**src/design/debug_cmd_pkg.sv**
```systemverilog
// constants shared by the background debug command unit and its helpers
// assumes a single 10 MHz core clock and a synchronous serial strobe
package debug_cmd_pkg;
  // ********************************
  // serial frame layout
  // ********************************
  localparam int FRAME_W  = 32;
  localparam int CMD_MSB  = 15;
  localparam int CMD_LSB  = 12;
  localparam int SYS_BIT  = 8;
  localparam int SIZE_MSB = 5;
  localparam int SIZE_LSB = 4;
  localparam int SEL_MSB  = 3;
  localparam int SEL_LSB  = 0;
  // ********************************
  // command codes
  // ********************************
  localparam logic [3:0] CMD_NULL  = 4'h0;
  localparam logic [3:0] CMD_RDGEN = 4'h1;
  localparam logic [3:0] CMD_WRGEN = 4'h2;
  localparam logic [3:0] CMD_RDSYS = 4'h3;
  localparam logic [3:0] CMD_WRSYS = 4'h4;
  localparam logic [3:0] CMD_READ  = 4'h5;
  localparam logic [3:0] CMD_WRITE = 4'h6;
  localparam logic [3:0] CMD_DUMP  = 4'h7;
  localparam logic [3:0] CMD_FILL  = 4'h8;
  localparam logic [3:0] CMD_GO    = 4'h9;
  localparam logic [3:0] CMD_CALL  = 4'ha;
  localparam logic [3:0] CMD_RST   = 4'hb;
  localparam logic [1:0] SIZE_BYTE = 2'h0;
  localparam logic [1:0] SIZE_WORD = 2'h1;
  localparam logic [1:0] SIZE_LONG = 2'h2;
  // ********************************
  // exception vectors and opcodes
  // ********************************
  localparam logic [7:0]  VEC_ILLEGAL = 8'h04;
  localparam logic [7:0]  VEC_TRACE   = 8'h09;
  localparam logic [7:0]  VEC_LINE_A  = 8'h0a;
  localparam logic [7:0]  VEC_LINE_F  = 8'h0b;
  localparam logic [7:0]  VEC_BKPT    = 8'h0c;
  localparam logic [15:0] BKPT_LO     = 16'h4848;
  localparam logic [15:0] BKPT_HI     = 16'h484f;
  localparam logic [3:0]  LINE_A      = 4'ha;
  localparam logic [3:0]  LINE_F      = 4'hf;
  localparam logic [1:0]  TRACE_ALL   = 2'h2;
  localparam logic [1:0]  TRACE_FLOW  = 2'h1;
  localparam logic [2:0]  FC_SUP_DATA = 3'h5;
  localparam logic [31:0] STACK_STEP  = 32'h0000_0004;
  // ********************************
  // timing
  // ********************************
  localparam int RST_CYCLES = 512;
endpackage : debug_cmd_pkg

```
**src/design/debug_shifter.sv**
```systemverilog
// full duplex serial shifter for debug frames, msb first
// assumes shift_i is a one-cycle strobe synchronous to clock_i
`timescale 1ns/1ps
module debug_shifter
  import debug_cmd_pkg::*;
#(
  parameter int W = FRAME_W
) (
  input  wire logic         clock_i,
  input  wire logic         resetn_i,
  input  wire logic         shift_i,
  input  wire logic         sdata_i,
  input  wire logic         load_i,
  input  wire logic [W-1:0] load_data_i,
  output logic              sdata_o,
  output logic              word_valid_o,
  output logic [W-1:0]      word_o
);
  logic [W-1:0]         in_q;
  logic [W-1:0]         out_q;
  logic [$clog2(W)-1:0] cnt_q;
  logic                 last;

  assign last    = shift_i && (cnt_q == ($clog2(W))'(W - 1));
  assign sdata_o = out_q[W-1];
  assign word_o  = in_q;

  always_ff @(posedge clock_i or negedge resetn_i) begin
    if (!resetn_i) begin
      in_q  <= '0;
      cnt_q <= '0;
    end else if (shift_i) begin
      in_q  <= {in_q[W-2:0], sdata_i};
      cnt_q <= last ? '0 : cnt_q + 1'b1;
    end
  end

  // result goes out while the next frame comes in
  always_ff @(posedge clock_i or negedge resetn_i) begin
    if (!resetn_i) begin
      out_q <= '0;
    end else if (load_i) begin
      out_q <= load_data_i;
    end else if (shift_i) begin
      out_q <= {out_q[W-2:0], 1'b0};
    end
  end

  always_ff @(posedge clock_i or negedge resetn_i) begin
    if (!resetn_i) begin
      word_valid_o <= 1'b0;
    end else begin
      word_valid_o <= last;
    end
  end
endmodule : debug_shifter

```
**src/design/periph_reset_pulse.sv**
```systemverilog
// fixed length reset pulse for the peripherals, core untouched
// assumes start_i is a one-cycle pulse
`timescale 1ns/1ps
module periph_reset_pulse
  import debug_cmd_pkg::*;
#(
  parameter int CYCLES = RST_CYCLES
) (
  input  wire logic clock_i,
  input  wire logic resetn_i,
  input  wire logic start_i,
  output logic      reset_o
);
  logic [$clog2(CYCLES+1)-1:0] cnt_q;

  always_ff @(posedge clock_i or negedge resetn_i) begin
    if (!resetn_i) begin
      cnt_q <= '0;
    end else if (start_i && cnt_q == '0) begin
      cnt_q <= ($clog2(CYCLES+1))'(CYCLES);
    end else if (cnt_q != '0) begin
      cnt_q <= cnt_q - 1'b1;
    end
  end

  always_ff @(posedge clock_i or negedge resetn_i) begin
    if (!resetn_i) begin
      reset_o <= 1'b0;
    end else begin
      reset_o <= (cnt_q > 1) || (start_i && cnt_q == '0);
    end
  end

  AST_RST_WIDTH: assert property (@(posedge clock_i)
    disable iff (!resetn_i) $rose(reset_o) |-> reset_o [*8])
    else $error("peripheral reset shorter than expected");
endmodule : periph_reset_pulse

```
**src/design/debug_cmd_unit.sv**
```systemverilog
// background debug command unit: serial command decode and dispatch,
// register and memory access, resume, patch, peripheral reset, and
// trace, breakpoint and unimplemented opcode trapping
// assumes core register and memory ports answer as described at ports
`timescale 1ns/1ps
module debug_cmd_unit
  import debug_cmd_pkg::*;
#(
  parameter int W = FRAME_W
) (
  input  wire logic         clock_i,
  input  wire logic         resetn_i,
  input  wire logic         dbg_clk_i,
  input  wire logic         dbg_in_i,
  output logic              dbg_out_o,
  output logic              background_debug_mode_o,
  output logic              reg_rd_o,
  output logic              reg_wr_o,
  output logic              reg_sys_o,
  output logic [3:0]        reg_sel_o,
  output logic [W-1:0]      reg_wdata_o,
  input  wire logic [W-1:0] reg_rdata_i,
  input  wire logic [2:0]   source_space_code_reg_i,
  input  wire logic [2:0]   destination_space_code_reg_i,
  input  wire logic [W-1:0] pc_i,
  input  wire logic [W-1:0] stack_ptr_i,
  output logic              mem_req_o,
  output logic              mem_we_o,
  output logic [W-1:0]      mem_addr_o,
  output logic [1:0]        mem_size_o,
  output logic [2:0]        mem_fc_o,
  output logic [W-1:0]      mem_wdata_o,
  input  wire logic [W-1:0] mem_rdata_i,
  input  wire logic         mem_ack_i,
  output logic              pipe_flush_o,
  output logic              pc_load_o,
  output logic [W-1:0]      pc_value_o,
  output logic              sp_push_o,
  output logic              periph_reset_o,
  input  wire logic         instr_done_i,
  input  wire logic [15:0]  opcode_i,
  input  wire logic         illegal_i,
  input  wire logic         flow_change_i,
  input  wire logic [1:0]   trace_mode_i,
  input  wire logic         bkpt_ack_i,
  input  wire logic         bkpt_to_debug_i,
  output logic              exc_req_o,
  output logic [7:0]        exc_vector_o
);
  typedef enum logic [2:0] {
    ST_CMD, ST_ADDR, ST_DATA, ST_REG, ST_MEM
  } state_e;

  state_e         state_q;
  logic [3:0]     op_q;
  logic           we_q;
  logic [W-1:0]   addr_q;
  logic [W-1:0]   data_q;
  logic [W-1:0]   target_q;
  logic           word_valid;
  logic [W-1:0]   word;
  logic [3:0]     op_d;
  logic           load;
  logic [W-1:0]   load_data;
  logic           rst_start;
  logic           bkpt_op;
  logic           go_now;
  logic           call_done;
  logic           enter_dbg;
  logic [W-1:0]   step;

  // ********************************
  // serial link
  // ********************************
  debug_shifter #(.W(W)) debug_shifter_inst (
    .clock_i      (clock_i),
    .resetn_i     (resetn_i),
    .shift_i      (dbg_clk_i),
    .sdata_i      (dbg_in_i),
    .load_i       (load),
    .load_data_i  (load_data),
    .sdata_o      (dbg_out_o),
    .word_valid_o (word_valid),
    .word_o       (word)
  );

  periph_reset_pulse periph_reset_pulse_inst (
    .clock_i  (clock_i),
    .resetn_i (resetn_i),
    .start_i  (rst_start),
    .reset_o  (periph_reset_o)
  );

  // ********************************
  // command dispatch
  // ********************************
  // routine selected straight from the command field
  assign op_d = word[CMD_MSB:CMD_LSB];
  assign rst_start = word_valid && state_q == ST_CMD &&
                     background_debug_mode_o && op_d == CMD_RST;
  assign go_now = word_valid && state_q == ST_CMD &&
                  background_debug_mode_o && op_d == CMD_GO;
  assign call_done = state_q == ST_MEM && mem_ack_i && op_q == CMD_CALL;
  assign load = (state_q == ST_REG && !we_q) ||
                (state_q == ST_MEM && mem_ack_i && !we_q);
  assign load_data = (state_q == ST_REG) ? reg_rdata_i : mem_rdata_i;
  assign reg_rd_o = state_q == ST_REG && !we_q;
  assign reg_wr_o = state_q == ST_REG && we_q;
  assign mem_req_o = state_q == ST_MEM;
  assign mem_addr_o = addr_q;
  assign mem_wdata_o = data_q;
  assign reg_wdata_o = data_q;
  assign mem_we_o = we_q;
  assign pc_value_o = target_q;

  // a dump steps by the size in its own command word
  always_comb begin
    unique case ((state_q == ST_CMD) ? word[SIZE_MSB:SIZE_LSB] :
                 mem_size_o)
      SIZE_BYTE: step = W'(1);
      SIZE_WORD: step = W'(2);
      default:   step = W'(4);
    endcase
  end

  always_ff @(posedge clock_i or negedge resetn_i) begin
    if (!resetn_i) begin
      state_q <= ST_CMD;
      op_q    <= CMD_NULL;
      we_q    <= 1'b0;
    end else begin
      unique case (state_q)
        ST_CMD: if (word_valid && background_debug_mode_o) begin
          op_q <= op_d;
          unique case (op_d)
            CMD_RDGEN, CMD_RDSYS: begin
              we_q    <= 1'b0;
              state_q <= ST_REG;
            end
            CMD_WRGEN, CMD_WRSYS, CMD_FILL, CMD_CALL: begin
              we_q    <= op_d != CMD_CALL ? op_d != CMD_FILL : 1'b1;
              state_q <= ST_DATA;
            end
            CMD_READ, CMD_WRITE: begin
              state_q <= ST_ADDR;
            end
            CMD_DUMP: begin
              we_q    <= 1'b0;
              state_q <= ST_MEM;
            end
            default: state_q <= ST_CMD;
          endcase
        end
        ST_ADDR: if (word_valid) begin
          we_q    <= op_q == CMD_WRITE;
          state_q <= op_q == CMD_WRITE ? ST_DATA : ST_MEM;
        end
        ST_DATA: if (word_valid) begin
          we_q    <= op_q == CMD_WRGEN || op_q == CMD_WRSYS ||
                     op_q == CMD_WRITE || op_q == CMD_FILL ||
                     op_q == CMD_CALL;
          state_q <= (op_q == CMD_WRGEN || op_q == CMD_WRSYS) ?
                     ST_REG : ST_MEM;
        end
        ST_REG: state_q <= ST_CMD;
        ST_MEM: if (mem_ack_i) begin
          state_q <= ST_CMD;
        end
        default: state_q <= ST_CMD;
      endcase
    end
  end

  // register selection latched with the command
  always_ff @(posedge clock_i or negedge resetn_i) begin
    if (!resetn_i) begin
      reg_sel_o  <= '0;
      reg_sys_o  <= 1'b0;
      mem_size_o <= SIZE_LONG;
    end else if (word_valid && state_q == ST_CMD &&
                 background_debug_mode_o && op_d != CMD_NULL) begin
      reg_sel_o  <= word[SEL_MSB:SEL_LSB];
      reg_sys_o  <= word[SYS_BIT];
      mem_size_o <= op_d == CMD_CALL ? SIZE_LONG :
                    word[SIZE_MSB:SIZE_LSB];
    end
  end

  // address, operand and space code
  always_ff @(posedge clock_i or negedge resetn_i) begin
    if (!resetn_i) begin
      addr_q   <= '0;
      data_q   <= '0;
      target_q <= '0;
      mem_fc_o <= FC_SUP_DATA;
    end else if (state_q == ST_ADDR && word_valid) begin
      addr_q   <= word;
      mem_fc_o <= op_q == CMD_WRITE ? destination_space_code_reg_i
                : source_space_code_reg_i;
    end else if (state_q == ST_CMD && word_valid &&
                 background_debug_mode_o && op_d == CMD_DUMP) begin
      addr_q   <= addr_q + step;
      mem_fc_o <= source_space_code_reg_i;
    end else if (state_q == ST_DATA && word_valid) begin
      if (op_q == CMD_CALL) begin
        target_q <= word;
        data_q   <= pc_i;
        addr_q   <= stack_ptr_i - STACK_STEP;
        mem_fc_o <= FC_SUP_DATA;
      end else begin
        data_q <= word;
        if (op_q == CMD_FILL) begin
          addr_q   <= addr_q + step;
          mem_fc_o <= destination_space_code_reg_i;
        end
      end
    end
  end

  // ********************************
  // execution control
  // ********************************
  assign bkpt_op = illegal_i && opcode_i >= BKPT_LO &&
                   opcode_i <= BKPT_HI;
  assign enter_dbg = !background_debug_mode_o && bkpt_to_debug_i &&
                     (bkpt_ack_i || (instr_done_i && bkpt_op));

  always_ff @(posedge clock_i or negedge resetn_i) begin
    if (!resetn_i) begin
      background_debug_mode_o <= 1'b0;
    end else if (enter_dbg) begin
      background_debug_mode_o <= 1'b1;
    end else if (go_now || call_done) begin
      background_debug_mode_o <= 1'b0;
    end
  end

  // pipe refill on both ways out; pc load only for patch code
  always_ff @(posedge clock_i or negedge resetn_i) begin
    if (!resetn_i) begin
      pipe_flush_o <= 1'b0;
      pc_load_o    <= 1'b0;
      sp_push_o    <= 1'b0;
    end else begin
      pipe_flush_o <= go_now || call_done;
      pc_load_o    <= call_done;
      sp_push_o    <= call_done;
    end
  end

  // trapping only while running; debug mode masks everything
  always_ff @(posedge clock_i or negedge resetn_i) begin
    if (!resetn_i) begin
      exc_req_o    <= 1'b0;
      exc_vector_o <= '0;
    end else begin
      exc_req_o <= 1'b0;
      if (!background_debug_mode_o && !bkpt_to_debug_i &&
          (bkpt_ack_i || (instr_done_i && bkpt_op))) begin
        exc_req_o    <= 1'b1;
        exc_vector_o <= VEC_BKPT;
      end else if (!background_debug_mode_o && instr_done_i) begin
        exc_req_o <= 1'b1;
        if (opcode_i[15:12] == LINE_A) begin
          exc_vector_o <= VEC_LINE_A;
        end else if (opcode_i[15:12] == LINE_F) begin
          exc_vector_o <= VEC_LINE_F;
        end else if (illegal_i) begin
          exc_vector_o <= VEC_ILLEGAL;
        end else if (trace_mode_i == TRACE_ALL ||
                     (trace_mode_i == TRACE_FLOW && flow_change_i)) begin
          exc_vector_o <= VEC_TRACE;
        end else begin
          exc_req_o <= 1'b0;
        end
      end
    end
  end

  // ********************************
  // checks
  // ********************************
  default disable iff (!resetn_i);

  AST_REG_READ: assert property (@(posedge clock_i)
    reg_rd_o |=> state_q == ST_CMD)
    else $error("register read not single cycle");
  AST_NULL_IDLE: assert property (@(posedge clock_i)
    (state_q == ST_CMD && word_valid && op_d == CMD_NULL)
    |=> state_q == ST_CMD && !mem_req_o && !reg_wr_o)
    else $error("null command caused activity");
  AST_WAIT_WORD: assert property (@(posedge clock_i)
    (state_q == ST_DATA && !word_valid) |=> $stable(data_q))
    else $error("operand changed before word arrived");
  AST_HALT: assert property (@(posedge clock_i)
    (background_debug_mode_o && !go_now && !call_done)
    |=> background_debug_mode_o)
    else $error("left debug mode without resume or patch");
  AST_GO_FLUSH: assert property (@(posedge clock_i)
    go_now |=> pipe_flush_o && !background_debug_mode_o)
    else $error("resume did not flush");
  AST_CALL_PC: assert property (@(posedge clock_i)
    call_done |-> mem_we_o ##1 pc_load_o && pipe_flush_o)
    else $error("patch did not load pc");
  AST_BKPT_VEC: assert property (@(posedge clock_i)
    (instr_done_i && bkpt_op && !bkpt_to_debug_i &&
     !background_debug_mode_o) |=> exc_req_o && exc_vector_o == VEC_BKPT)
    else $error("breakpoint opcode not trapped");
  AST_LINE_A: assert property (@(posedge clock_i)
    (instr_done_i && opcode_i[15:12] == LINE_A && !bkpt_ack_i &&
     !background_debug_mode_o) |=> exc_vector_o == VEC_LINE_A)
    else $error("line a vector wrong");
  AST_RESULT: assert property (@(posedge clock_i)
    (state_q == ST_MEM && mem_ack_i && !we_q) |-> load)
    else $error("read result not loaded");
  AST_RST_GO: assert property (@(posedge clock_i)
    rst_start |-> ##2 periph_reset_o)
    else $error("peripheral reset not driven");

  COV_DUMP: cover property (@(posedge clock_i) disable iff (!resetn_i)
    state_q == ST_CMD && word_valid && op_d == CMD_DUMP);
  COV_FILL: cover property (@(posedge clock_i) disable iff (!resetn_i)
    state_q == ST_DATA && word_valid && op_q == CMD_FILL);
  COV_CALL: cover property (@(posedge clock_i) disable iff (!resetn_i)
    call_done);
  COV_TRACE: cover property (@(posedge clock_i) disable iff (!resetn_i)
    exc_req_o && exc_vector_o == VEC_TRACE);
endmodule : debug_cmd_unit

```
**config.mk**
```make
export PLATFORM = sky130hd
export DESIGN_NAME = debug_cmd_unit
export DESIGN_NICKNAME = d
export VERILOG_FILES = /design/src/design/debug_cmd_pkg.sv /design/src/design/debug_shifter.sv /design/src/design/periph_reset_pulse.sv /design/src/design/debug_cmd_unit.sv
export SDC_FILE = /design/constraint.sdc
export NUM_CORES = 1
export LEC_CHECK = 0
export ABC_AREA = 0
export BUFFER_PORTS_ARGS = -buffer_cell sky130_fd_sc_hd__buf_2
export CORE_MARGIN = 2
export CORE_UTILIZATION = 40
export DETAILED_ROUTE_END_ITERATION = 10
export HOLD_SLACK_MARGIN = 0.1
export PLACE_DENSITY = 0.66
export SLEW_MARGIN = 20
export SYNTH_ARGS = -nofsm -noshare
export SYNTH_HDL_FRONTEND = slang
export SYNTH_SLANG_ARGS = --single-unit
```
**constraint.sdc**
```tcl
create_clock -name clock_i -period 3 [get_ports clock_i]
set_input_delay 0.3 -clock clock_i [delete_from_list [all_inputs] [get_ports clock_i]]
set_output_delay 0.3 -clock clock_i [all_outputs]
set_load 0.05 [all_outputs]
```
Word-level counts from Yosys, hierarchy flattened
Index checks and enable logic that the tools add are counted.
- add/sub/neg operators: 4
- $lt $le $gt $ge: 3
- equal/unequal tests: 33
- multiplexer cells: 49
- bitwise logic cells: 2
- reduce and logical (&&, ||, !) cells: 61
- operators with widths (operator ; count):
    32-bit 2-to-1 mux ; 9
    8-bit 2-to-1 mux ; 6
    3-bit 2-to-1 mux ; 12
    32-bit by 3-bit adder with 32-bit output ; 1
    4-bit == test (second input constant) ; 8
    32-bit by 3-bit subtractor with 32-bit output (second input constant) ; 1
    1-bit logical AND ; 25
    4-bit by 3-bit == test with 1-bit output (second input constant) ; 6
    3-bit one-hot mux with 4 select lines ; 2
    10-bit 2-to-1 mux ; 2
    16-bit by 15-bit greater-or-equal comparator with 1-bit output (second input constant) ; 1
    16-bit by 15-bit less-or-equal comparator with 1-bit output (second input constant) ; 1
    4-bit by 2-bit == test with 1-bit output (second input constant) ; 3
    1-bit 2-to-1 mux ; 12
    10-bit by 1-bit greater-than comparator with 1-bit output (second input constant) ; 1
    10-bit logical NOT ; 1
    10-bit nonzero test ; 1
    10-bit by 1-bit subtractor with 10-bit output (second input constant) ; 1
    1-bit logical OR ; 9
    2-bit by 1-bit != test with 1-bit output (second input constant) ; 4
    4-bit != test (second input constant) ; 2
    4-bit AND reduction ; 2
    2-bit nonzero test ; 4
    4-bit nonzero test ; 2
    26 further kinds ; 36
- bits in registers: 207
- input port bits: 162
- output and inout bits: 157
- logic and storage cells: 173

Logic depth before layout (Yosys ltp)
Gate-level depths: netlist of the first run.
- depth after elaboration: 10
- depth in mapped cells: 14
- depth with buffers taken out: 12

Cells and area by module
From an unflattened synthesis of the first run, not the netlist that was laid out.
- cell total of the unflattened synthesis: 1140
- area, all modules: 11389.7 sq um
- by module, submodules not included (module ; times used ; cells an instance ; area each (sq um) ; sequential area each (sq um)):
    debug_cmd_unit ; 1 ; 853 ; 7815.0 ; 3056.7
    debug_shifter ; 1 ; 231 ; 2957.8 ; 1751.7
    periph_reset_pulse ; 1 ; 56 ; 616.8 ; 275.3

Worst setup path after synthesis of the first run
OpenSTA, ideal clock, no wires.
- kind: flip-flop to flip-flop
- start point: register state_q[1]
- end point: register addr_q[18], in the netlist mem_addr_o[18]
- setup time: 126 ps
- data arrival time: 3012 ps
- required time: 2874 ps
- slack: -138 ps
- stages on the path, launching flop included: 14
- path buffers: 2
- clock period less this slack: 3138 ps
- cells stage by stage: dfrtp_1 > clkbuf_1 > nor3_1 > mux2i_1 > nor2b_1 > ha_1 > fa_1 > a21oi_1 > nor4_1 > clkbuf_1 > nand2_1 > a21oi_1 > a21oi_1 > a221o_1
- word-level cells in the longest chain between the ends: 10
- elaborated cells between the ends (all ways): 21
- classes of those cells: add/sub: 1; eq/ne: 3; mux: 7; reduce/logical: 10
- ends and longest elaborated chain (element ; line ; source):
    start, declared ; debug_cmd_unit.sv:54 ; state_e state_q;
    start signal, assigned ; debug_cmd_unit.sv:156 ; state_q <= op_q == CMD_WRITE ? ST_DATA : ST_MEM;
    start signal, assigned ; debug_cmd_unit.sv:162 ; state_q <= (op_q == CMD_WRGEN || op_q == CMD_WRSYS) ?
    3-bit logical NOT ; debug_cmd_unit.sv:118, debug_cmd_unit.sv:200 ;
    2-bit 2-to-1 mux ; debug_cmd_unit.sv:118 ; unique case ((state_q == ST_CMD) ? word[SIZE_MSB:SIZE_LSB] :
    2-bit by 1-bit == test with 1-bit output or 2-bit logical NOT (tied branches) ; debug_cmd_unit.sv:118 ;
    3-bit one-hot mux with 2 select lines ; debug_cmd_unit.sv:118 ;
    32-bit by 3-bit adder with 32-bit output ; debug_cmd_unit.sv:202, debug_cmd_unit.sv:213 ;
    32-bit 2-to-1 mux ; debug_cmd_unit.sv:212 ; if (op_q == CMD_FILL) begin
    32-bit 2-to-1 mux ; debug_cmd_unit.sv:205 ; if (op_q == CMD_CALL) begin
    32-bit 2-to-1 mux ; debug_cmd_unit.sv:204 ; end else if (state_q == ST_DATA && word_valid) begin
    32-bit 2-to-1 mux ; debug_cmd_unit.sv:200 ; end else if (state_q == ST_CMD && word_valid &&
    32-bit 2-to-1 mux ; debug_cmd_unit.sv:196 ; end else if (state_q == ST_ADDR && word_valid) begin
    end signal, assigned ; debug_cmd_unit.sv:197 ; addr_q <= word;
    end signal, assigned ; debug_cmd_unit.sv:202 ; addr_q <= addr_q + step;
    end signal, assigned ; debug_cmd_unit.sv:208 ; addr_q <= stack_ptr_i - STACK_STEP;
    end, declared ; debug_cmd_unit.sv:57 ; logic [W-1:0] addr_q;
Several ways; a longest one is shown, not always the timed one. The select of a mux whose other input is x is not followed.
A chain may end at the register's enable or synchronous reset.

Final worst setup path of the first run
- start point: register mem_size_o[1]
- end point: register addr_q[26], in the netlist mem_addr_o[26]
- word-level cells in the longest chain between the ends: 9
- elaborated cells between the ends (all ways): 10
- classes of those cells: add/sub: 1; eq/ne: 1; mux: 7; reduce/logical: 1
- ends and longest elaborated chain (element ; line ; source):
    start, declared ; debug_cmd_unit.sv:30 ; output logic [1:0] mem_size_o,
    start signal, assigned ; debug_cmd_unit.sv:184 ; mem_size_o <= op_d == CMD_CALL ? SIZE_LONG :
    2-bit 2-to-1 mux (*) ; debug_cmd_unit.sv:118 ;
    2-bit by 1-bit == test with 1-bit output or 2-bit logical NOT (tied branches) ; debug_cmd_unit.sv:118 ;
    3-bit one-hot mux with 2 select lines (*) ; debug_cmd_unit.sv:118 ;
    32-bit by 3-bit adder with 32-bit output (*) ; debug_cmd_unit.sv:202, debug_cmd_unit.sv:213 ;
    32-bit 2-to-1 mux ; debug_cmd_unit.sv:212 ;
    32-bit 2-to-1 mux ; debug_cmd_unit.sv:205 ;
    32-bit 2-to-1 mux ; debug_cmd_unit.sv:204 ;
    32-bit 2-to-1 mux (*) ; debug_cmd_unit.sv:200 ;
    32-bit 2-to-1 mux (*) ; debug_cmd_unit.sv:196 ;
Mark *: on every way between the ends. The rest lies on a longest branch, timed or not. The select of a mux whose other input is x is not followed.

==> metrics.cfg, run 1 <==
[cells_and_area]
drive_above_1_share = 0.290
syn_to_final_growth_pct = 31.3
layout.nets = 1759
design_area_um2 = 14700

[min_path]
worstHoldStart = reg_rdata_i[6]
hold_path.class = in2reg

[logic_synthesis]
synth_seq_area_share = 0.453
synth_warnings = 0
synth_edf_count = 0
synth_flop_cell = dfrtp_1
synth_area_um2 = 11200
syn_avg_cell_area_um2 = 9.06
async_reset_ff_frac = 1.00
ys_types = 85
ys_ff_latch = 203
netlist_instances = 1239

[die]
die_x_um = 172
start_util = 0.405
die_h_um = 172
fp-row-count = 61
io_pins = 319
design.die.area_um2 = 29400
fp.coreArea_um2 = 27700

[placement]
dp_slack_ns = 0.188
dp_hpwl_um = 23700
post_dp_cell_area_um2 = 13100
place_congestion = 0.906
port_buffers = 311

[timing]
finClkSkew_ns = 0.0185
fin_crit_ns = 2.80
rsz0062_at_grt = false
post-route-period-util = 0.932
setup-tns-final_ns = 0
whs_ns = 0.113
tightestPinTransition_ns = 0.958
final-hold-violation-count = 0
worst_slack_ns = 0.203
finalSetupViolCount = 0
slew_viol_final = 0
slew_headroom = 0.354
clock.fmax_mhz = 358

[critical_path]
critical_path.endpoint_type = register
cp.arrival_ns = 3.20
cp_slowest_cell = dfstp_2
startpoint = mem_size_o[1]
cp-start-kind = register
path_delay_family = compound AO/OA/AOI/OAI gates
cp.buffers_inverters = 2
path_cells = inv_1, o21ai_0, nor2b_1, ha_1, fa_1, a21oi_1, nor4_2, buf_4, nand4_1, xnor2_1, a221oi_1, a211oi_1
worst_r2r_startpoint = mem_size_o[1]
crit_type = reg2reg
cp.required_ns = 3.41
max_stage_delay_ns = 0.53
path_max_fanout = 12

[global_route]
gr-total-overflow = 0
first_global_vias = 10062
grt_first_pass_wirelength_um = 54000
grt_max_degree = 74
grt_usage = 0.231
antenna_found_initial = 4

[cts]
clock_sinks = 203
cts-root-buf = clkbuf_16
postCtsSetupRepairBufs = 0
clk_latency_ns = 0.53
path_clk_slew_ns = 0.06
htree_levels = 1
cts_max_path_buffers = 3
tritoncts = done
numCtsBuffers = 25

[detailed_routing]
remaining_drc_errors = 0
drt_iter0_drc = 691
via_per_inst = 5.30
dr.pass1.iters = 5
num_vias = 10529
postRouteWirelength_um = 34700
antenna_left = 0
wl_per_cell_um = 17.4

[power]
p_sw_w = 0.00443
p_leak_nw = 6.91
seqPwrFrac = 0.367
p_comb_frac = 0.357
p_int_w = 0.00661
p_per_area_nw_per_um2 = 749
clockPowerShare = 0.276
p_sw_frac = 0.402
irDropWorstVdd_mv = 0.386
total_power_w = 0.0110

[run]
max-cap-violations = 0

[status]
status = complete, no violations

worst reg2reg max path, cell delays in order (launching register included):
cell,delay (ns)
dfstp_2,0.53
inv_1,0.06
o21ai_0,0.31
nor2b_1,0.09
ha_1,0.23
fa_1,0.42
a21oi_1,0.27
nor4_2,0.06
buf_4,0.18
nand4_1,0.11
xnor2_1,0.07
a221oi_1,0.29
a211oi_1,0.07
area by class of cell:
cell class,count,area [um^2]
antenna,4,10.0
clock buffer,35,693
clock inverter,9,133
fill,2533,13000
inverter,22,82.6
multi-input combinational,904,5550
sequential,203,5080
tap,378,473
timing repair buffer,432,2720
registers in the layout (all words and copies together) (netlist names), 2 cells and up:
| register | count |
|---|---|
| mem_addr_o | 32 |
| debug_shifter_inst.out_q | 32 |
| periph_reset_pulse_inst.cnt_q | 10 |
| mem_size_o | 2 |
| exc_vector_o | 4 |
| debug_shifter_inst.cnt_q | 5 |
| op_q | 4 |
| mem_fc_o | 3 |
| reg_sel_o | 4 |
| debug_shifter_inst.word_o | 32 |
| pc_value_o | 32 |
| mem_wdata_o | 32 |
| state_q | 3 |
kinds of logic after synthesis:
kind of cell / Yosys count / share of synthesized area
simple gates: 499 / 0.213
xor+xnor: 40 / 0.0312
fa+ha+maj: 9 / 0.0107
buf+inv: 135 / 0.0601
other cells: 1 / 0.000334
mux: 75 / 0.0710
flops: 203 / 0.453
compound gates: 277 / 0.161
routing by layer:
| metal | vias to the layer above | routed length, um | part of all wire | global-route usage |
|---|---|---|---|---|
| met1 | 4984 | 14900 | 0.43 | 0.309 |
| met4 | 2 | 967 | 0.028 | 0.0630 |
| met2 | 426 | 16300 | 0.47 | 0.384 |
| li1 | 5060 | - | - | - |
| met5 | - | 13 | 0.00037 | 0 |
| met3 | 57 | 2550 | 0.074 | 0.0419 |
cell usage after synthesis (19+ instances only):
master | instances | area share
a211oi_1 | 39 | 0.026
a21oi_1 | 77 | 0.034
a31oi_1 | 44 | 0.025
buf_4 | 37 | 0.025
clkbuf_1 | 50 | 0.017
dfrtp_1 | 200 | 0.45
inv_1 | 22 | 0.0074
mux2_2 | 37 | 0.037
mux2i_1 | 38 | 0.034
nand2_1 | 227 | 0.076
nand3_1 | 26 | 0.012
nor2_1 | 96 | 0.032
nor2b_1 | 37 | 0.021
nor3_1 | 26 | 0.012
o21ai_0 | 45 | 0.020
xnor2_1 | 21 | 0.016
xor2_1 | 19 | 0.015
final timing paths:
| kind | depth (start not counted) | slack [ns] | end |
|---|---|---|---|
| min in group asynchronous | 2 | 0.29 | mem_wdata_o[15] |
| setup / recovery | 12 | 0.20 | mem_addr_o[26] |
| setup reg to reg | 12 | 0.20 | mem_addr_o[26] |
| hold reg to reg | 2 | 0.47 | pc_value_o[18] |
| hold / removal | 3 | 0.11 | debug_shifter_inst.out_q[6] |
| max in group asynchronous | 3 | 1.89 | mem_fc_o[0] |
through the flow:
step	cells	util
after detailed placement	1857	0.472
after global placement	1857	0.472
after CTS	1983	0.531
after global routing	1985	0.532
final	1987	0.532
after floorplan	1242	-
layout by cell type (no fill, tap or decap), types with 38 or more instances in the layout:
cell type | synthesis | routed
a211oi_1 | 39 | 39
a21oi_1 | 77 | 77
a31oi_1 | 44 | 44
buf_2 | 17 | 309
dfrtp_1 | 200 | 200
dlygate4sd3_1 | 0 | 82
mux2i_1 | 38 | 38
nand2_1 | 227 | 224
nor2_1 | 96 | 94
o21ai_0 | 45 | 45
repair_timing:
item,4_1_cts,5_1_grt
gates resized for setup,0,5
hold buffers,82,0
endpoints found under the setup margin,0,11
hold endpoints to repair,118,0
power by group through the flow:
stage               clock network [W]  logic (W)  registers, W
CTS                           0.00312    0.00394       0.00404
detailed placement                  0    0.00383       0.00408
global placement                    0    0.00377       0.00405
finish                        0.00305    0.00394       0.00405
floorplan                           0    0.00230       0.00466
global route                  0.00324    0.00427       0.00414
Note: power is estimated with default switching activity, not from simulation.
==> run 2: changes to the inputs <==
Settings changed: CELL_PAD_IN_SITES_DETAIL_PLACEMENT from default to 0, CELL_PAD_IN_SITES_GLOBAL_PLACEMENT from default to 1, CORE_UTILIZATION 40 to 35, CTS_CLUSTER_DIAMETER from default to 50, PLACE_DENSITY 0.66 to default, PLACE_DENSITY_LB_ADDON from default to 0.1.
==> run 2 against run 1 <==
  * Combinational power barely moved
  * Wire length rose by 4.7%
  * Cell area rose by 1.0%
  * Critical endpoint is now mem_addr_o[24]
  * Largest power group unchanged
  * Highest routed layer unchanged
==> metrics.cfg, run 2 (synthesized netlist as in run 1, its figures left out) <==
[status]
status = complete, no violations

[die]
die_x_um = 183
io_pins = 319
design.die.area_um2 = 33500
start_util = 0.356
die_h_um = 183
fp.coreArea_um2 = 31600
fp-row-count = 65

[cts]
cts-root-buf = clkbuf_16
clock_sinks = 203
cts_max_path_buffers = 3
tritoncts = done
htree_levels = 2
path_clk_slew_ns = 0.05
clk_latency_ns = 0.51
numCtsBuffers = 34

[global_route]
grt_max_degree = 83
met2_usage = 0.345
grt_usage = 0.213
first_global_vias = 9949
antenna_found_initial = 1
use_met3 = 0.0310
gr-total-overflow = 0
grt_use_met1 = 0.299
grt_busiest_layer = met2
grt_first_pass_wirelength_um = 56000

[cells_and_area]
fin_util = 0.472
drive_above_1_share = 0.309
layout_commonest_cell = buf_2
syn_to_final_growth_pct = 32.7
n_fill_cell = 3133
seqCellArea_um2 = 5080
layout.nets = 1745
multi_input_area_um2 = 5590
design_area_um2 = 14900
antenna_cells = 0
final_cell_mix = 310 x buf_2, 225 x nand2_1, 200 x dfrtp_1, 94 x nor2_1, 75 x a21oi_1

[detailed_routing]
dr.pass1.iters = 6
drt_iter0_drc = 561
remaining_drc_errors = 0
postRouteWirelength_um = 36300
wl_per_cell_um = 18.2
num_vias = 10258
via_per_inst = 5.13
antenna_left = 0

[min_path]
hold_path.class = in2reg

[timing]
finClkSkew_ns = 0.0165
tightestPinTransition_ns = 0.933
post-route-period-util = 0.970
clock.fmax_mhz = 344
fin_crit_ns = 2.91
setup-tns-final_ns = 0
whs_ns = 0.109
final-hold-violation-count = 0
slew_headroom = 0.371
finalSetupViolCount = 0
slew_viol_final = 0
rsz0062_at_grt = true

[placement]
post_dp_cell_area_um2 = 13100
place_congestion = 0.839
port_buffers = 311
dp_hpwl_um = 25200

[run]
max-cap-violations = 0

[critical_path]
critical_path.endpoint_type = register
crit_type = reg2reg
max_stage_delay_ns = 0.40
reg2reg_slack_ns = 0.09
cp-start-kind = register
cp.required_ns = 3.43
path_max_fanout = 7
crit_top_cell = a21oi_1
path_cells = nor3_4, mux2i_1, nor2b_2, ha_2, fa_2, a21oi_2, nor4_2, bufbuf_16, buf_2, nand2_1, a21oi_1, o221ai_1, a21oi_1
cp_slowest_cell = dfrtp_1
cp.arrival_ns = 3.34

[power]
total_power_w = 0.0119
irDropWorstVdd_mv = 0.386
p_leak_nw = 6.98
p_per_area_nw_per_um2 = 801

## run 2: cell types whose count changed in the layout (fill, tap and decap cells not counted), moves of 4 or more
cell           before  now
clkbuf_16          25   35
diode_2             4    0
dlygate4sd3_1      82   54
clkinvlp_4          2    6
## run 2: report_power, final
part	internal (W)	leakage [nW]	switching (W)
sequential	0.00340	2.44	0.000646
clock	0.00251	0.531	0.00140
combinational	0.00136	4.01	0.00262
## run 2: timing repair
item | 4_1_cts | 5_1_grt
setup endpoints to repair | 0 | 19
hold buffers | 54 | 0
hold endpoints to repair | 124 | 0
resized for setup | 0 | 15
buffers inserted | 0 | 7
## run 2: final cells by class
cell class / instances / share of cell area
flip-flops and latches: 203 / 0.341
clock buffers: 41 / 0.0610
inverters: 22 / 0.00554
repair buffers: 409 / 0.169
well taps: 402 / 0.0338
clock inverters: 17 / 0.0144
multi-input cells: 904 / 0.375
## run 2: critical path, delay by kind of cell, from the launching register on
family                     cells  cell delay (ns)
AOI/OAI and AO/OA              4             0.46
adders and majority gates      2             0.43
buffers and inverters          2             0.49
DFF                            1             0.40
muxes                          1             0.28
and+or+nand+nor                4             0.79
## run 2: final timing paths
| kind | end | from | cells after the start |
|---|---|---|---|
| hold / removal | debug_shifter_inst.out_q[18] | reg_rdata_i[18] | 3 |
| setup reg to reg | mem_addr_o[24] | state_q[2] | 13 |
| max in group asynchronous | mem_fc_o[2] | resetn_i | 3 |
| hold reg to reg | pc_value_o[26] | pc_value_o[26] | 2 |
| min in group asynchronous | mem_wdata_o[10] | resetn_i | 2 |
| setup / recovery | mem_addr_o[24] | state_q[2] | 13 |
## run 2: routing by layer
layer	vias up	routed length, um
met5	-	13
met4	2	775
met3	58	2060
met2	349	16700
met1	4818	16700
li1	5031	-
## run 2: stage by stage
stage / std cells / setup slack, ns
floorplan: 1242 / 0.0182
detailed placement: 1879 / 0.0642
CTS: 1991 / 0.0447
global route: 1998 / -0.160
finish: 1998 / 0.0893
global placement: 1879 / 0.155
==> run 3: changes to the inputs <==
Settings changed: ABC_AREA 0 to 1, CORE_UTILIZATION 35 to 34.
==> run 3 against run 2 <==
  * Total power rose by 24%
  * Worst setup slack improved by 0.20 ns
  * Hold slack improved by 0.016 ns
  * Die area rose by 6.2%
  * Core utilization fell by 1.0 points
  * Critical endpoint is now mem_addr_o[18]
==> metrics.cfg, run 3 <==
[critical_path]
cp.required_ns = 3.42
cp.buffers_inverters = 1
crit_top_cell = nand2_1
cp-start-kind = register
path_cells = nor2_4, nand2_2, o21ai_1, nor2_1, ha_1, fa_1, nand2_1, nand2_1, nand2_2, inv_1, nand2_2, nor2_2, nand4_1, nand3_1, nand2_1, nand2_1, nand2_1, nand2_1
max_stage_delay_ns = 0.45
crit_type = reg2reg
cp_slowest_cell = dfrtp_1
path_delay_family = simple AND/OR/NAND/NOR gates
cp.arrival_ns = 3.13
path_max_fanout = 8
worst_r2r_startpoint = state_q[1]
startpoint = state_q[1]
critical_path.endpoint_type = register

[detailed_routing]
remaining_drc_errors = 0
wl_per_cell_um = 15.9
postRouteWirelength_um = 38900
via_per_inst = 4.79
drt_iter0_drc = 577
num_vias = 11706
antenna_left = 0
dr.pass1.iters = 5

[logic_synthesis]
async_reset_ff_frac = 1.00
synth_seq_area_share = 0.438
netlist_instances = 1614
ys_ff_latch = 203
synth_flop_cell = dfrtp_1
synth_edf_count = 0
synth_area_um2 = 11600
ys_top_cells_by_area = dfrtp_1 43%, nand2_1 14%, o21ai_0 8.4%, nor2_1 7.4%, nand3_1 5.0%
syn_avg_cell_area_um2 = 7.19
synth_warnings = 0
synth.largest_area_cell = dfrtp_1
synth_most_common_cell = nand2_1
ys_types = 50
synth_top_cell_area_share = 0.431
synth_common_cells = 434 x nand2_1, 229 x nor2_1, 200 x dfrtp_1

[timing]
finClkSkew_ns = 0.0446
fin_crit_ns = 2.71
clock.fmax_mhz = 370
tightestPinTransition_ns = 0.604
post-route-period-util = 0.902
slew_headroom = 0.597
final-hold-violation-count = 0
rsz0062_at_grt = true
slew_viol_final = 0
finalSetupViolCount = 0

[die]
design.die.area_um2 = 35600
fp.coreArea_um2 = 33500
fp-row-count = 67
io_pins = 319
die_h_um = 189
die_x_um = 189
start_util = 0.346

[cells_and_area]
n_fill_cell = 3544
final_cell_mix = 430 x nand2_1, 309 x buf_2, 225 x nor2_1, 200 x dfrtp_1, 193 x o21ai_0
syn_to_final_growth_pct = 33.6
fin_util = 0.462
antenna_cells = 0
layout.cells.non_filler = 2443
layout_commonest_cell = nand2_1
layout.nets = 2144
drive_above_1_share = 0.209

[power]
p_comb_frac = 0.471
p_sw_frac = 0.437
total_power_w = 0.0148
p_sw_w = 0.00647
seqPwrFrac = 0.266
clockPowerShare = 0.263
p_leak_nw = 8.03
p_int_w = 0.00834
irDropWorstVdd_mv = 0.505
p_per_area_nw_per_um2 = 956

[run]
max-cap-violations = 0

[global_route]
grt_first_pass_wirelength_um = 61700
grt_max_degree = 84
first_global_vias = 11466
grt_usage = 0.217
antenna_found_initial = 0
gr-total-overflow = 0

[placement]
place_congestion = 0.857
port_buffers = 311
dp_hpwl_um = 28500
dp.cells = 2292

[status]
status = complete, no violations

[cts]
htree_levels = 1
cts-root-buf = clkbuf_16
clock_sinks = 203
tritoncts = done
cts_max_path_buffers = 3
clk_latency_ns = 0.57
path_clk_slew_ns = 0.06
numCtsBuffers = 30

[min_path]
hold_path.class = in2reg
worstHoldStart = mem_rdata_i[30]

[run 3: cell count changes after synthesis, moves of 48 or more]
cell / change
nand3_1: +91
nand2_1: +207
nor2_1: +133
a21oi_1: -48
inv_1: +114
o21ai_0: +150
[run 3: tightest hold or removal path: stages]
cell	delay [ns]
buf_2	0.07
nand2_1	0.04
a21oi_1	0.15
a211oi_1	0.06
inv_1	0.04
[run 3: power groups by stage]
stage,Combinational (W),Sequential [W],Clock (W)
after detailed placement,0.00655,0.00398,0
after floorplan,0.00426,0.00477,0
after global routing,0.00783,0.00404,0.00407
after CTS,0.00694,0.00395,0.00398
final,0.00697,0.00394,0.00390
after global placement,0.00651,0.00397,0
[run 3: per-layer routing]
layer  vias to the layer above  part of all wire  GRT usage
li1                       5944                 -          -
met1                      5411              0.42      0.267
met2                       303              0.51      0.402
met3                        48             0.051     0.0298
met4                         0             0.016     0.0460
met5                         -                 0          0
[run 3: per-stage QoR]
stage / setup slack [ns] / setup TNS [ns] / hold slack, ns / area [um^2]
global route: -0.0487 / -0.0889 / 0.162 / 15500
detailed placement: 0.160 / 0 / 0.300 / 13400
CTS: 0.124 / 0 / 0.103 / 15500
finish: 0.294 / 0 / 0.125 / 15500
global placement: 0.205 / 0 / 0.308 / 13400
floorplan: 0.465 / 0 / 0.00441 / 11600
[run 3: cell type report]
cell class	count	area, um^2	area share
sequential	203	5080	0.328
tap	448	561	0.0362
inverter	147	552	0.0356
clock inverter	18	308	0.0199
clock buffer	36	813	0.0525
multi-input combinational	1163	5460	0.352
timing repair buffer	428	2730	0.176
[run 3: what timing repair did]
action | 4_1_cts | 5_1_grt
hold buffers | 97 | 0
endpoints found under the hold margin | 119 | 0
resized for setup | 0 | 9
setup endpoints to repair | 0 | 10
buffers inserted | 0 | 0
[run 3: logic make-up after synthesis]
group / count (synthesis) / share of synthesized area
AO/OA/AOI/OAI: 296 / 0.145
XOR/XNOR: 18 / 0.0136
adder cells (fa/ha/maj): 9 / 0.0104
buffers and inverters: 251 / 0.0961
flip-flops: 203 / 0.438
other: 1 / 0.000323
AND/OR/NAND/NOR: 836 / 0.296
[run 3: final timing paths]
kind / endpoint / slack (ns) / depth (start not counted)
setup reg to reg: mem_addr_o[18] / 0.29 / 18
hold / removal: debug_shifter_inst.out_q[30] / 0.13 / 5
min in group asynchronous: mem_wdata_o[22] / 0.25 / 2
hold reg to reg: debug_shifter_inst.cnt_q[3] / 0.46 / 1
max in group asynchronous: mem_fc_o[2] / 1.83 / 3
setup / recovery: mem_addr_o[18] / 0.29 / 18
